## config.mk

```make
export PLATFORM = sky130hd
export DESIGN_NAME = pwm_tone_generator
export DESIGN_NICKNAME = d
export VERILOG_FILES = /design/src/verilog/pwm_tone_pkg.sv /design/src/verilog/pwm_tone_generator.sv
export SDC_FILE = /design/constraint.sdc
export NUM_CORES = 1
export LEC_CHECK = 0
export ABC_AREA = 1
export BUFFER_PORTS_ARGS = -buffer_cell sky130_fd_sc_hd__buf_2
export CAP_MARGIN = 10
export CORE_ASPECT_RATIO = 0.9
export CORE_UTILIZATION = 30
export DETAILED_ROUTE_END_ITERATION = 7
export GPL_TIMING_DRIVEN = 0
export SLEW_MARGIN = 40
export SYNTH_ARGS = -nofsm -noshare
export SYNTH_HDL_FRONTEND = slang
export SYNTH_SLANG_ARGS = --single-unit
export TNS_END_PERCENT = 50
```

## constraint.sdc

```tcl
create_clock -name clk_i -period 3.4 [get_ports clk_i]
set_input_delay 0.34 -clock clk_i [delete_from_list [all_inputs] [get_ports clk_i]]
set_output_delay 0.34 -clock clk_i [all_outputs]
set_load 0.02 [all_outputs]
```

## src/verilog/pwm_tone_pkg.sv

```systemverilog
// Package with register map, field layout and types for the PWM and tone generator
package pwm_tone_pkg;
	localparam logic [7:0]  CONTROL_ADDR  = 8'ha1; // Byte address of waveform_control
	localparam logic [7:0]  LOW_ADDR      = 8'ha4; // Byte address of value_low_byte
	localparam logic [7:0]  HIGH_ADDR     = 8'ha8; // Byte address of value_upper_byte
	localparam logic [7:0]  PINCFG_ADDR   = 8'hac; // Pin latch, pin mode and power down
	localparam logic [7:0]  STATUS_ADDR   = 8'hb0; // Live output state
	localparam logic [7:0]  CONTROL_RESET = 8'h00;
	localparam logic [7:0]  PINCFG_RESET  = 8'h01; // Latch set, push-pull, powered
	localparam logic [15:0] VALUE_RESET   = 16'h0000;
	localparam logic [15:0] COUNT_ZERO    = 16'h0000;
	localparam logic [15:0] COUNT_ONE     = 16'h0001;
	localparam logic [16:0] WIDE_ONE      = 17'h00001;
	localparam logic [7:0]  BYTE_ZERO     = 8'h00;
	localparam int          POL_BIT       = 5;
	localparam int          SEL_BIT       = 4;
	localparam int          SPD_BIT       = 3;
	localparam int          LATCH_BIT     = 0;
	localparam int          OPEN_BIT      = 1; // 1 = pin not configured as push-pull output
	localparam int          PDOWN_BIT     = 4; // Power-down bit, same position as in power_control
	localparam logic [2:0]  MODE_OFF      = 3'h0;
	localparam logic [2:0]  MODE_PWM      = 3'h1;
	localparam logic [2:0]  MODE_SQUARE   = 3'h3;
	localparam logic [2:0]  MODE_STAIR    = 3'h7;
	localparam logic [1:0]  PHASE_SHIFT   = 2'h2; // Quarter of a half period

	typedef struct packed {
		logic       drive;
		logic       level;
	} pin_drive_t;
endpackage

```

## src/verilog/pwm_tone_generator.sv

```systemverilog
// PWM and tone generator with a classic Wishbone register slave
// Operation
// - Mode 000 off, 001 PWM, 011 square tone, 111 staircase tone
// - Mode bit 0 clear keeps the generator completely idle
// - Mode bit 1 picks PWM when 0, tone when 1
// - Control bit 4 steers byte pair to period (0) or duty (1)
// - Control bit 3 picks microsecond tick (0) or system clock (1)
// - Control bit 5 makes duty the high time (0) or low time (1)
// - PWM cycle lasts period plus one ticks, duty restarts each cycle
// - Polarity 0: duty zero low, duty above period high, else high duty ticks
// - Polarity 1: duty zero high, duty above period low, else low duty ticks
// - Square tone is fifty percent, full period twice the period value
// - Staircase drives high impedance in last quarter of each half period
// - Byte pair forms one 16-bit value, target chosen at write time
// - Waveform reaches the pin only when it is a push-pull output
// - Output suppressed unless the pin latch bit is one
// - Generator runs only while the power-down bit is clear
//
// Added by the designer: the Wishbone slave port.
`timescale 1ns/100ps
module pwm_tone_generator
	import pwm_tone_pkg::*;
(
	input  wire logic        clk_i,
	input  wire logic        rst_i,
	input  wire logic        microsecond_tick_i,
	input  wire logic        wb_cyc_i,
	input  wire logic        wb_stb_i,
	input  wire logic        wb_we_i,
	input  wire logic [7:0]  wb_adr_i,
	input  wire logic [3:0]  wb_sel_i,
	input  wire logic [31:0] wb_dat_i,
	output logic      [31:0] wb_dat_o,
	output logic             wb_ack_o,
	output logic             pin_o,
	output logic             pin_oe_o
);
	// State held in flip-flops
	logic [7:0]  waveform_control_reg;
	logic [7:0]  pin_config_reg;
	logic [15:0] period_reg;
	logic [15:0] duty_reg;
	logic [7:0]  low_hold_reg;
	logic [15:0] count_reg;
	logic        phase_reg;
	logic        ack_reg;
	logic [31:0] rdata_reg;
	logic        tick_s1_reg;
	logic        tick_s2_reg;
	logic        tick_s3_reg;
	pin_drive_t  out_reg;

	// Combinational views, decodes and strobes
	pin_drive_t  out_next;
	logic [2:0]  waveform_mode_field;
	logic        duty_polarity;
	logic        duty_period_select;
	logic        tick_speed_select;
	logic        running;
	logic        tick;
	logic        req;
	logic        byte0_wr;
	logic        pin_enabled;
	logic        pwm_wrap;
	logic        tone_wrap;
	logic        duty_zero;
	logic        duty_full;
	logic [15:0] quiet_start;

	// Address match for one register, shared by the write and read decoders
	function automatic logic hit(input logic [7:0] a, input logic [7:0] target);
		return a == target;
	endfunction

	// Field views of the control register and bus strobes
	// Writes commit on the acked edge, the one at which the master samples ack high
	assign waveform_mode_field = waveform_control_reg[2:0];
	assign duty_polarity       = waveform_control_reg[POL_BIT];
	assign duty_period_select  = waveform_control_reg[SEL_BIT];
	assign tick_speed_select   = waveform_control_reg[SPD_BIT];
	assign req                 = wb_cyc_i && wb_stb_i && !ack_reg;
	assign byte0_wr            = wb_cyc_i && wb_stb_i && ack_reg && wb_we_i && wb_sel_i[0];

	// Tick comes from another divider domain, so it is synchronised first
	// Stage three only feeds the edge detector, never the raw input
	always_ff @(posedge clk_i)
	begin
		if (rst_i)
		begin
			tick_s1_reg <= 1'b0;
			tick_s2_reg <= 1'b0;
			tick_s3_reg <= 1'b0;
		end
		else
		begin
			tick_s1_reg <= microsecond_tick_i;
			tick_s2_reg <= tick_s1_reg;
			tick_s3_reg <= tick_s2_reg;
		end
	end

	// In system clock speed every cycle counts; the microsecond input must stay well below half the clock
	// tick base select
	assign tick = tick_speed_select ? 1'b1 : (tick_s2_reg && !tick_s3_reg);

	assign running = waveform_mode_field[0] && !pin_config_reg[PDOWN_BIT];

	// latch must be set
	// Latch and pin-mode gating sits after the counter, so a pin re-enabled by them joins the cycle wherever it is
	assign pin_enabled = running && pin_config_reg[LATCH_BIT] && !pin_config_reg[OPEN_BIT];

	// Wishbone ack: one cycle per request, dropped the cycle after
	// Registering ack costs a cycle but keeps the decode off the bus return path
	always_ff @(posedge clk_i)
	begin
		if (rst_i)
			ack_reg <= 1'b0;
		else
			ack_reg <= req;
	end
	assign wb_ack_o = ack_reg;

	// Control and pin configuration registers
	// Unused upper bits are stored as zero so reads come back clean
	always_ff @(posedge clk_i)
	begin
		if (rst_i)
		begin
			waveform_control_reg <= CONTROL_RESET;
			pin_config_reg       <= PINCFG_RESET;
		end
		else if (byte0_wr)
		begin
			if (hit(wb_adr_i, CONTROL_ADDR))
				waveform_control_reg <= {2'h0, wb_dat_i[5:0]};
			else if (hit(wb_adr_i, PINCFG_ADDR))
				pin_config_reg <= {3'h0, wb_dat_i[4:0]};
		end
	end

	// byte pair as one value
	// Low byte is held until the high byte write commits both halves,
	// so the counter never sees a half-updated value.
	always_ff @(posedge clk_i)
	begin
		if (rst_i)
			low_hold_reg <= BYTE_ZERO;
		else if (byte0_wr && hit(wb_adr_i, LOW_ADDR))
			low_hold_reg <= wb_dat_i[7:0];
	end

	// period or duty target
	// The high byte write commits both halves in one edge
	always_ff @(posedge clk_i)
	begin
		if (rst_i)
		begin
			period_reg <= VALUE_RESET;
			duty_reg   <= VALUE_RESET;
		end
		else if (byte0_wr && hit(wb_adr_i, HIGH_ADDR))
		begin
			if (duty_period_select)
				duty_reg <= {wb_dat_i[7:0], low_hold_reg};
			else
				period_reg <= {wb_dat_i[7:0], low_hold_reg};
		end
	end

	// Read data, unmapped addresses read zero
	// Byte pair reads show the selected register live, never the held low byte
	always_ff @(posedge clk_i)
	begin
		if (rst_i)
			rdata_reg <= 32'h0000_0000;
		else if (req && !wb_we_i)
		begin
			if (hit(wb_adr_i, CONTROL_ADDR))
				rdata_reg <= {24'h000000, waveform_control_reg};
			else if (hit(wb_adr_i, LOW_ADDR))
				rdata_reg <= {24'h000000, duty_period_select ? duty_reg[7:0] : period_reg[7:0]};
			else if (hit(wb_adr_i, HIGH_ADDR))
				rdata_reg <= {24'h000000, duty_period_select ? duty_reg[15:8] : period_reg[15:8]};
			else if (hit(wb_adr_i, PINCFG_ADDR))
				rdata_reg <= {24'h000000, pin_config_reg};
			else if (hit(wb_adr_i, STATUS_ADDR))
				rdata_reg <= {29'h00000000, running, out_reg.drive, out_reg.level};
			else
				rdata_reg <= 32'h0000_0000;
		end
	end
	assign wb_dat_o = rdata_reg;

	// PWM wraps after period plus one ticks
	assign pwm_wrap  = count_reg >= period_reg;
	// tone half period ends after period ticks; the extra bit keeps the sum from wrapping
	assign tone_wrap = ({1'b0, count_reg} + WIDE_ONE) >= {1'b0, period_reg};

	// Tick counter and tone half-period phase
	// Disabling clears the count so the next enable starts a fresh cycle
	always_ff @(posedge clk_i)
	begin
		if (rst_i)
		begin
			count_reg <= COUNT_ZERO;
			phase_reg <= 1'b0;
		end
		else if (!running)
		begin
			count_reg <= COUNT_ZERO;
			phase_reg <= 1'b0;
		end
		else if (tick)
		begin
			if (!waveform_mode_field[1])
			begin
				if (pwm_wrap)
					count_reg <= COUNT_ZERO;
				else
					count_reg <= count_reg + COUNT_ONE;
			end
			else
			begin
				if (tone_wrap)
				begin
					count_reg <= COUNT_ZERO;
					phase_reg <= !phase_reg;
				end
				else
					count_reg <= count_reg + COUNT_ONE;
			end
		end
	end

	// duty zero and duty above period pin the level
	// the same two ends, mirrored by the polarity bit
	assign duty_zero = duty_reg == COUNT_ZERO;
	assign duty_full = duty_reg > period_reg;

	// start of the last quarter of the half period, quarter rounded down
	assign quiet_start = period_reg - (period_reg >> PHASE_SHIFT);

	// Waveform selection
	always_comb
	begin
		out_next.drive = 1'b1;
		out_next.level = 1'b0;
		// PWM or tone
		// Only the three listed mode codes drive the pin
		case (waveform_mode_field)
			MODE_PWM:
			begin
				if (duty_zero)
					out_next.level = duty_polarity;
				else if (duty_full)
					out_next.level = !duty_polarity;
				else
					out_next.level = (count_reg < duty_reg) ^ duty_polarity;
			end
			MODE_SQUARE:
				out_next.level = phase_reg;
			MODE_STAIR:
			begin
				out_next.level = phase_reg;
				if (count_reg >= quiet_start)
					out_next.drive = 1'b0;
			end
			// Mode 101 and unlisted codes leave the pin undriven
			default:
				out_next.drive = 1'b0;
		endcase
	end

	// Pin register: idle leaves the pin undriven for the external pull-up
	always_ff @(posedge clk_i)
	begin
		if (rst_i)
		begin
			out_reg.drive <= 1'b0;
			out_reg.level <= 1'b0;
		end
		else if (!pin_enabled)
		begin
			out_reg.drive <= 1'b0;
			out_reg.level <= 1'b0;
		end
		else
			out_reg <= out_next;
	end
	// Pin level and enable come straight from flip-flops
	assign pin_o    = out_reg.level;
	assign pin_oe_o = out_reg.drive;
endmodule

```

=== Word level (Yosys, flattened, before mapping) ===
Cells that the tools add are included.

* Register bits: 106
* Logic and storage cells: 80
* Bits of input ports: 50

* Muxes and demuxes: 16
* Order comparisons: 5
* Bitwise logic cells: 5
* Reduce and logical (&&, ||, !) cells: 29
* $add $sub $neg: 3
* Eq/ne operators: 8

{| class="wikitable"
|+ Operators with widths
! kind !! number
|-
| $mux W16 || 3
|-
| $eq A8 B8 Y1 const B || 5
|-
| $mux W8 || 5
|-
| $ge A16 B16 Y1 || 2
|-
| $add A16 B1 Y17 const B || 1
|-
| $ge A17 B16 Y1 || 1
|-
| $add A16 B1 Y16 const B || 1
|-
| $gt A16 B16 Y1 || 1
|-
| $logic_not A16 Y1 || 1
|-
| $lt A16 B16 Y1 || 1
|-
| $sub A16 B14 Y16 || 1
|-
| $logic_and A1 B1 Y1 || 12
|-
| $reduce_or A2 Y1 || 4
|-
| $logic_not A1 Y1 || 7
|-
| $reduce_and A2 Y1 || 3
|-
| $reduce_and A3 Y1 || 2
|-
| $mux W5 || 1
|-
| $mux W1 || 4
|-
| $not A1 Y1 || 4
|-
| $pmux W1 S2 || 2
|-
| $eq A3 B1 Y1 const B || 1
|-
| $eq A3 B2 Y1 const B || 1
|-
| $eq A3 B3 Y1 const B || 1
|-
| $mux W3 || 1
|-
| $xor A1 B1 Y1 || 1
|}

=== Logic depth before layout (Yosys ltp) ===
* Depth after elaboration: 7
* Depth in mapped cells: 21
* Gate-level depth less buffers: 20

=== Worst setup path after synthesis ===
Ideal clock, no wire load.

* Path kind: flip-flop to flip-flop
* Start point: register count_reg[1]
* End point: register count_reg[10]
* Stages on the path, launching flop included: 21
* Path buffers: 1
* Slack: 0.667 ns
* Data required time: 3.268 ns
* Data arrival time: 2.601 ns
* Cells stage by stage: dfxtp_1 -> ha_1 -> nand2_1 -> nor3_2 -> inv_1 -> nor2_1 -> xor2_1 -> inv_1 -> ha_1 -> nand2_1 -> nor2_1 -> nand3b_1 -> nand4_1 -> nand2_1 -> nand2_1 -> nand2_1 -> nand3_1 -> nand2_1 -> buf_2 -> nand2_1 -> a21oi_1

* Longest elaborated chain between the ends: 4
* Elaborated cells between the ends (all ways): 7
* Classes of those cells: add/sub (2); order compare (2); mux (3)

{| class="wikitable"
|+ Ends and longest elaborated chain
! element !! line !! RTL
|-
| start, declared || pwm_tone_generator.sv:44 || <nowiki>logic [15:0] count_reg;</nowiki>
|-
| start signal, assigned || pwm_tone_generator.sv:220 || <nowiki>count_reg <= count_reg + COUNT_ONE;</nowiki>
|-
| start signal, assigned || pwm_tone_generator.sv:230 || <nowiki>count_reg <= count_reg + COUNT_ONE;</nowiki>
|-
| $add A16 B1 Y17 || pwm_tone_generator.sv:197 || <nowiki>assign tone_wrap = ({1'b0, count_reg} + WIDE_ONE) >= {1'b0, period_reg};</nowiki>
|-
| $ge A17 B16 Y1 || pwm_tone_generator.sv:197 ||
|-
| $mux W16 || pwm_tone_generator.sv:224 || <nowiki>if (tone_wrap)</nowiki>
|-
| $mux W16 (*) || pwm_tone_generator.sv:215 || <nowiki>if (!waveform_mode_field[1])</nowiki>
|}

Mark *: on every way between the ends. The rest lies on a longest branch, timed or not.
A chain may end at the register's enable or synchronous reset.

=== Worst setup path after layout ===
* Start point: register period_reg[7]
* End point: register out_reg, in the netlist pin_oe_o

* Longest elaborated chain between the ends: 4

{| class="wikitable"
|+ Ends and longest elaborated chain
! element !! line !! RTL
|-
| start, declared || pwm_tone_generator.sv:41 || <nowiki>logic [15:0] period_reg;</nowiki>
|-
| start signal, assigned || pwm_tone_generator.sv:166 || <nowiki>period_reg <= {wb_dat_i[7:0], low_hold_reg};</nowiki>
|-
| $sub A16 B14 Y16 || pwm_tone_generator.sv:241 || <nowiki>assign quiet_start = period_reg - (period_reg >> PHASE_SHIFT);</nowiki>
|-
| $ge A16 B16 Y1 || pwm_tone_generator.sv:265 || <nowiki>if (count_reg >= quiet_start)</nowiki>
|-
| $mux W1 || pwm_tone_generator.sv:265 ||
|-
| $pmux W1 S2 || pwm_tone_generator.sv:250 || <nowiki>case (waveform_mode_field)</nowiki>
|-
| end signal, assigned || pwm_tone_generator.sv:288 || <nowiki>out_reg <= out_next;</nowiki>
|-
| end, declared || pwm_tone_generator.sv:51 || <nowiki>pin_drive_t out_reg;</nowiki>
|}

Every way passes these cells.

==> tab_implementation.tex <==
\begin{tabular}{lr}
\hline
Metric & Value \\
\hline
\multicolumn{2}{l}{\textbf{Placement}} \\
Area of placed instances & 7120 um\^{}2 \\
RD Place Congestion & 0.889 \\
Total half-perimeter wirelength after legalization and detailed placement & 15.2 mm \\
Count of port buffers added during placement & 32 \\
Cell count after placement & 1278 \\
\multicolumn{2}{l}{\textbf{GRT}} \\
Number of global-route vias before repair & 5628 \\
Sum of overflow across all layers after global routing & 0 \\
Wire length of the first global-routing pass & 29.6 mm \\
Combined global-route utilization of all metal layers & 0.174 \\
Initial antenna violation count & 0 \\
Maximum number of pins on one net before global-route repair & 17 \\
\multicolumn{2}{l}{\textbf{Die}} \\
Area enclosed by the die boundary & 22300 um\^{}2 \\
Initial core utilization & 0.310 \\
Standard-cell row count & 50 \\
DIE WIDTH & 157 um \\
Boundary Pins & 85 \\
Die height & 142 um \\
Floorplan core area & 21000 um\^{}2 \\
\multicolumn{2}{l}{\textbf{Logic synthesis}} \\
Async set-reset flop share out of synthesis & 0 \\
Share of synthesized area spent on multiplexers & 0 \\
Synth Area in Simple Gates & 0.222 \\
Main area contributors after synthesis & dfxtp\_1 25\%, ha\_1 18\%, nand2\_1 13\%, a21oi\_1 10\%, inv\_1 6.3\% \\
Main combinational cell family by area after synthesis & simple AND/OR/NAND/NOR gates \\
Per-instance average area after synthesis & 6.95 um\^{}2 \\
Most numerous cell types in the synthesized netlist & 220 x nand2\_1, 132 x a21oi\_1, 109 x inv\_1 \\
Yosys reg bits & 82 \\
Number of distinct standard cells referenced by the synthesized netlist & 43 \\
XOR/XNOR share of the synthesized area & 0.0309 \\
Yosys top cell by area & dfxtp\_1 \\
Dominant register cell in the synthesized netlist & dfxtp\_1 \\
Synthesized netlist cell count & 937 \\
Share of Yosys cell area claimed by the top area cell type & 0.252 \\
Combined area of all synthesized cells & 6510 um\^{}2 \\
Share of the synthesized area in compound gates (AO/OA/AOI/OAI) & 0.197 \\
Seq/Total Area, Yosys & 0.252 \\
Number of warnings reported in the yosys synthesis log & 0 \\
Number of synthesized flops with an enable pin & 0 \\
Most used standard cell by instance count after synthesis & nand2\_1 \\
Adder-cell area share of the yosys netlist & 0.184 \\
\multicolumn{2}{l}{\textbf{Worst setup path}} \\
CP Data Required Time & 3.66 ns \\
Nature of the critical path startpoint & flip-flop \\
Worst R2R End & pin\_oe\_o\$\_SDFF\_PP0\_ \\
Largest fanout on the critical path & 5 \\
Endpoint class of the critical path & flip-flop \\
Data arrival, critical path & 3.45 ns \\
Worst reg2reg path depth & 18 \\
Start of the worst register-to-register path & period\_reg[7]\$\_SDFFE\_PP0P\_ \\
Worst R2R Setup Slack & 0.21 ns \\
Critical path class & flip-flop to flip-flop \\
\multicolumn{2}{l}{\textbf{STA}} \\
Setup Viol. Count Final & 0 \\
Final Hold Violating Endpoints & 0 \\
Share of the clock period used by the worst path & 0.938 \\
Transition time of the tightest slew-check pin & 0.809 ns \\
Relative max-transition margin & 0.456 \\
Count of pins over their slew limit & 0 \\
Shortest clock period the worst path allows after layout & 3.19 ns \\
Sum Neg Setup Slack & 0 ns \\
Fmax & 313 MHz \\
Worst hold margin & 0.195 ns \\
Fin Clk Skew & 0.0109 ns \\
\multicolumn{2}{l}{\textbf{Finish}} \\
Layout fillers & 2297 \\
Final nets & 1154 \\
Post-Layout Inst Area & 7550 um\^{}2 \\
P\&R area growth vs syn & 15.8\% \\
Footprint of the flip-flops and latches & 1650 um\^{}2 \\
Footprint of the multi-input gates & 4300 um\^{}2 \\
Number of cells in the finished layout apart from fillers & 1300 \\
Share of final-layout standard cells stronger than drive strength 1 & 0.128 \\
Antenna cells & 0 \\
\multicolumn{2}{l}{\textbf{Power and ir drop}} \\
Power density normalized to cell area & 275 nW/um\^{}2 \\
Net load switching power & 0.541 mW \\
Leakage power summed over all cells & 3.40 nW \\
Reg power frac & 0.464 \\
Internal & 1.54 mW \\
Comb power frac & 0.058 \\
Max rail drop VDD & 0.238 mV \\
Share of total power in the clock network & 0.478 \\
Sw Share & 0.261 \\
\multicolumn{2}{l}{\textbf{Drt}} \\
Total DRC errors in the routed layout & 0 \\
Final WL & 18.9 mm \\
Number of nets still failing antenna checks after routing & 0 \\
Drt initial violations & 462 \\
Number of vias after detailed routing & 6263 \\
Number of iterations in the first detailed-routing pass & 5 \\
Detail-routed net length per standard cell & 14.6 um \\
Detailed-route vias per instance & 4.82 \\
\multicolumn{2}{l}{\textbf{Outcome}} \\
Result of the run & finished clean \\
\multicolumn{2}{l}{\textbf{Run}} \\
Max-cap check violation count & 0 \\
\multicolumn{2}{l}{\textbf{Clock tree}} \\
Clk\_lat worst skew & 0.34 ns \\
TritonCTS clock tree & done \\
Buffers from clock root to sink, at most & 2 \\
Hold buffer count at cts & 0 \\
Clock transition at the register clock pins on the worst setup and hold paths after CTS & 0.07 ns \\
Root Buffer Master & clkbuf\_16 \\
Number of buffers created by CTS & 9 \\
CTS H-tree depth & 3 \\
Number of clock sinks & 82 \\
\multicolumn{2}{l}{\textbf{Hold path}} \\
Hold-critical path endpoint & tick\_s1\_reg\$\_SDFF\_PP0\_ \\
Class of the worst hold path & input pin to flip-flop \\
Hold Crit Start & microsecond\_tick\_i \\
Hold Crit Depth & 3 \\
\hline
\end{tabular}
## repair_timing
| action | CTS | global route |
|---|---|---|
| pin swaps | 2 | 6 |
| resized for setup | 4 | 22 |
| setup buffers | 0 | 6 |
| setup endpoints to repair | 1 | 17 |
## cell usage in the layout (no fill, tap or decap), types with 3 or more instances in the layout
cell type | synthesis | layout
clkinv_1 | 3 | 3
a21oi_2 | 8 | 12
xnor2_1 | 5 | 5
o21ai_1 | 7 | 7
clkbuf_1 | 16 | 16
o21ai_0 | 67 | 65
buf_4 | 24 | 30
dfxtp_2 | 0 | 7
ha_1 | 94 | 93
xor2_1 | 18 | 18
buf_2 | 3 | 35
nand4_1 | 11 | 11
nor3_1 | 14 | 13
inv_4 | 3 | 3
a21oi_1 | 132 | 127
a211oi_1 | 3 | 3
nand3_1 | 30 | 29
inv_1 | 109 | 107
nand2_1 | 220 | 219
nor4_1 | 9 | 8
nor2_4 | 3 | 3
conb_1 | 1 | 24
o21ai_2 | 2 | 4
clkbuf_16 | 0 | 9
o211ai_1 | 7 | 7
nor2_1 | 42 | 40
dfxtp_1 | 82 | 75
buf_6 | 3 | 3
## power by group through the flow
| stage | sequential [mW] | clock (mW) | combinational (mW) |
|---|---|---|---|
| 3_5_place_dp | 0.987 | 0 | 0.118 |
| 3_3_place_gp | 0.987 | 0 | 0.117 |
| 6_report | 0.964 | 0.993 | 0.121 |
| 5_1_grt | 0.964 | 1.06 | 0.131 |
| 4_1_cts | 0.964 | 1.01 | 0.118 |
| 2_1_floorplan | 0.988 | 0 | 0.0803 |
## routing by layer
layer	track usage	vias to the layer above	wire length, um
met3	0.0315	8	1030
met5	0	-	0
met2	0.265	157	8000
met1	0.255	2843	9800
met4	0.0271	0	106
li1	-	3255	-
## per-stage QoR
step	util	worst slack, ns	total power [mW]
5_1_grt	0.359	-0.00585	2.15
4_1_cts	0.354	0.00867	2.10
3_5_place_dp	0.339	-0.0483	1.10
3_3_place_gp	0.339	-0.0247	1.10
2_1_floorplan	-	0.667	1.07
6_report	0.359	0.210	2.08
## worst max-delay path by stage
stage	cells past startpoint	end	from	slack, ns
global route	18	pin_oe_o$_SDFF_PP0_	period_reg[3]$_SDFFE_PP0P_	-0.006
finish	18	pin_oe_o$_SDFF_PP0_	period_reg[7]$_SDFFE_PP0P_	0.21
global placement	20	pin_oe_o$_SDFF_PP0_	period_reg[0]$_SDFFE_PP0P_	-0.02
floorplan	20	count_reg[10]$_SDFFE_PP0N_	count_reg[1]$_SDFFE_PP0N_	0.67
detailed placement	20	pin_oe_o$_SDFF_PP0_	period_reg[0]$_SDFFE_PP0P_	-0.05
CTS	20	pin_oe_o$_SDFF_PP0_	period_reg[0]$_SDFFE_PP0P_	0.009
## area by class of cell
class | count | share of cell area
multi-input combinational | 716 | 0.569
sequential | 82 | 0.219
inverter | 115 | 0.0582
tap | 286 | 0.0474
buffer | 47 | 0.0403
clock buffer | 10 | 0.0317
timing repair buffer | 38 | 0.0272
clock inverter | 6 | 0.00746
## logic make-up after synthesis
group / count (synthesis)
xor gates and xnor gates: 23
other: 1
DFF: 82
buffers and inverters: 162
and+or+nand+nor: 337
AOI/OAI and AO/OA: 237
adders and majority gates: 95
## critical path: stages (launching register included)
cell and delay [ns]:
dfxtp_1 0.44, inv_1 0.16, ha_1 0.37, a21oi_1 0.17
o21ai_1 0.10, a21oi_4 0.16, nor2_1 0.05, nand2_1 0.05
nand2_1 0.11, a21oi_2 0.18, xor2_1 0.17, ha_1 0.25
nand2_1 0.06, inv_1 0.05, nand3_1 0.09, inv_1 0.06
a21oi_2 0.16, nand4_1 0.22, a21oi_2 0.24
Note: power is estimated with default switching activity, not from simulation.
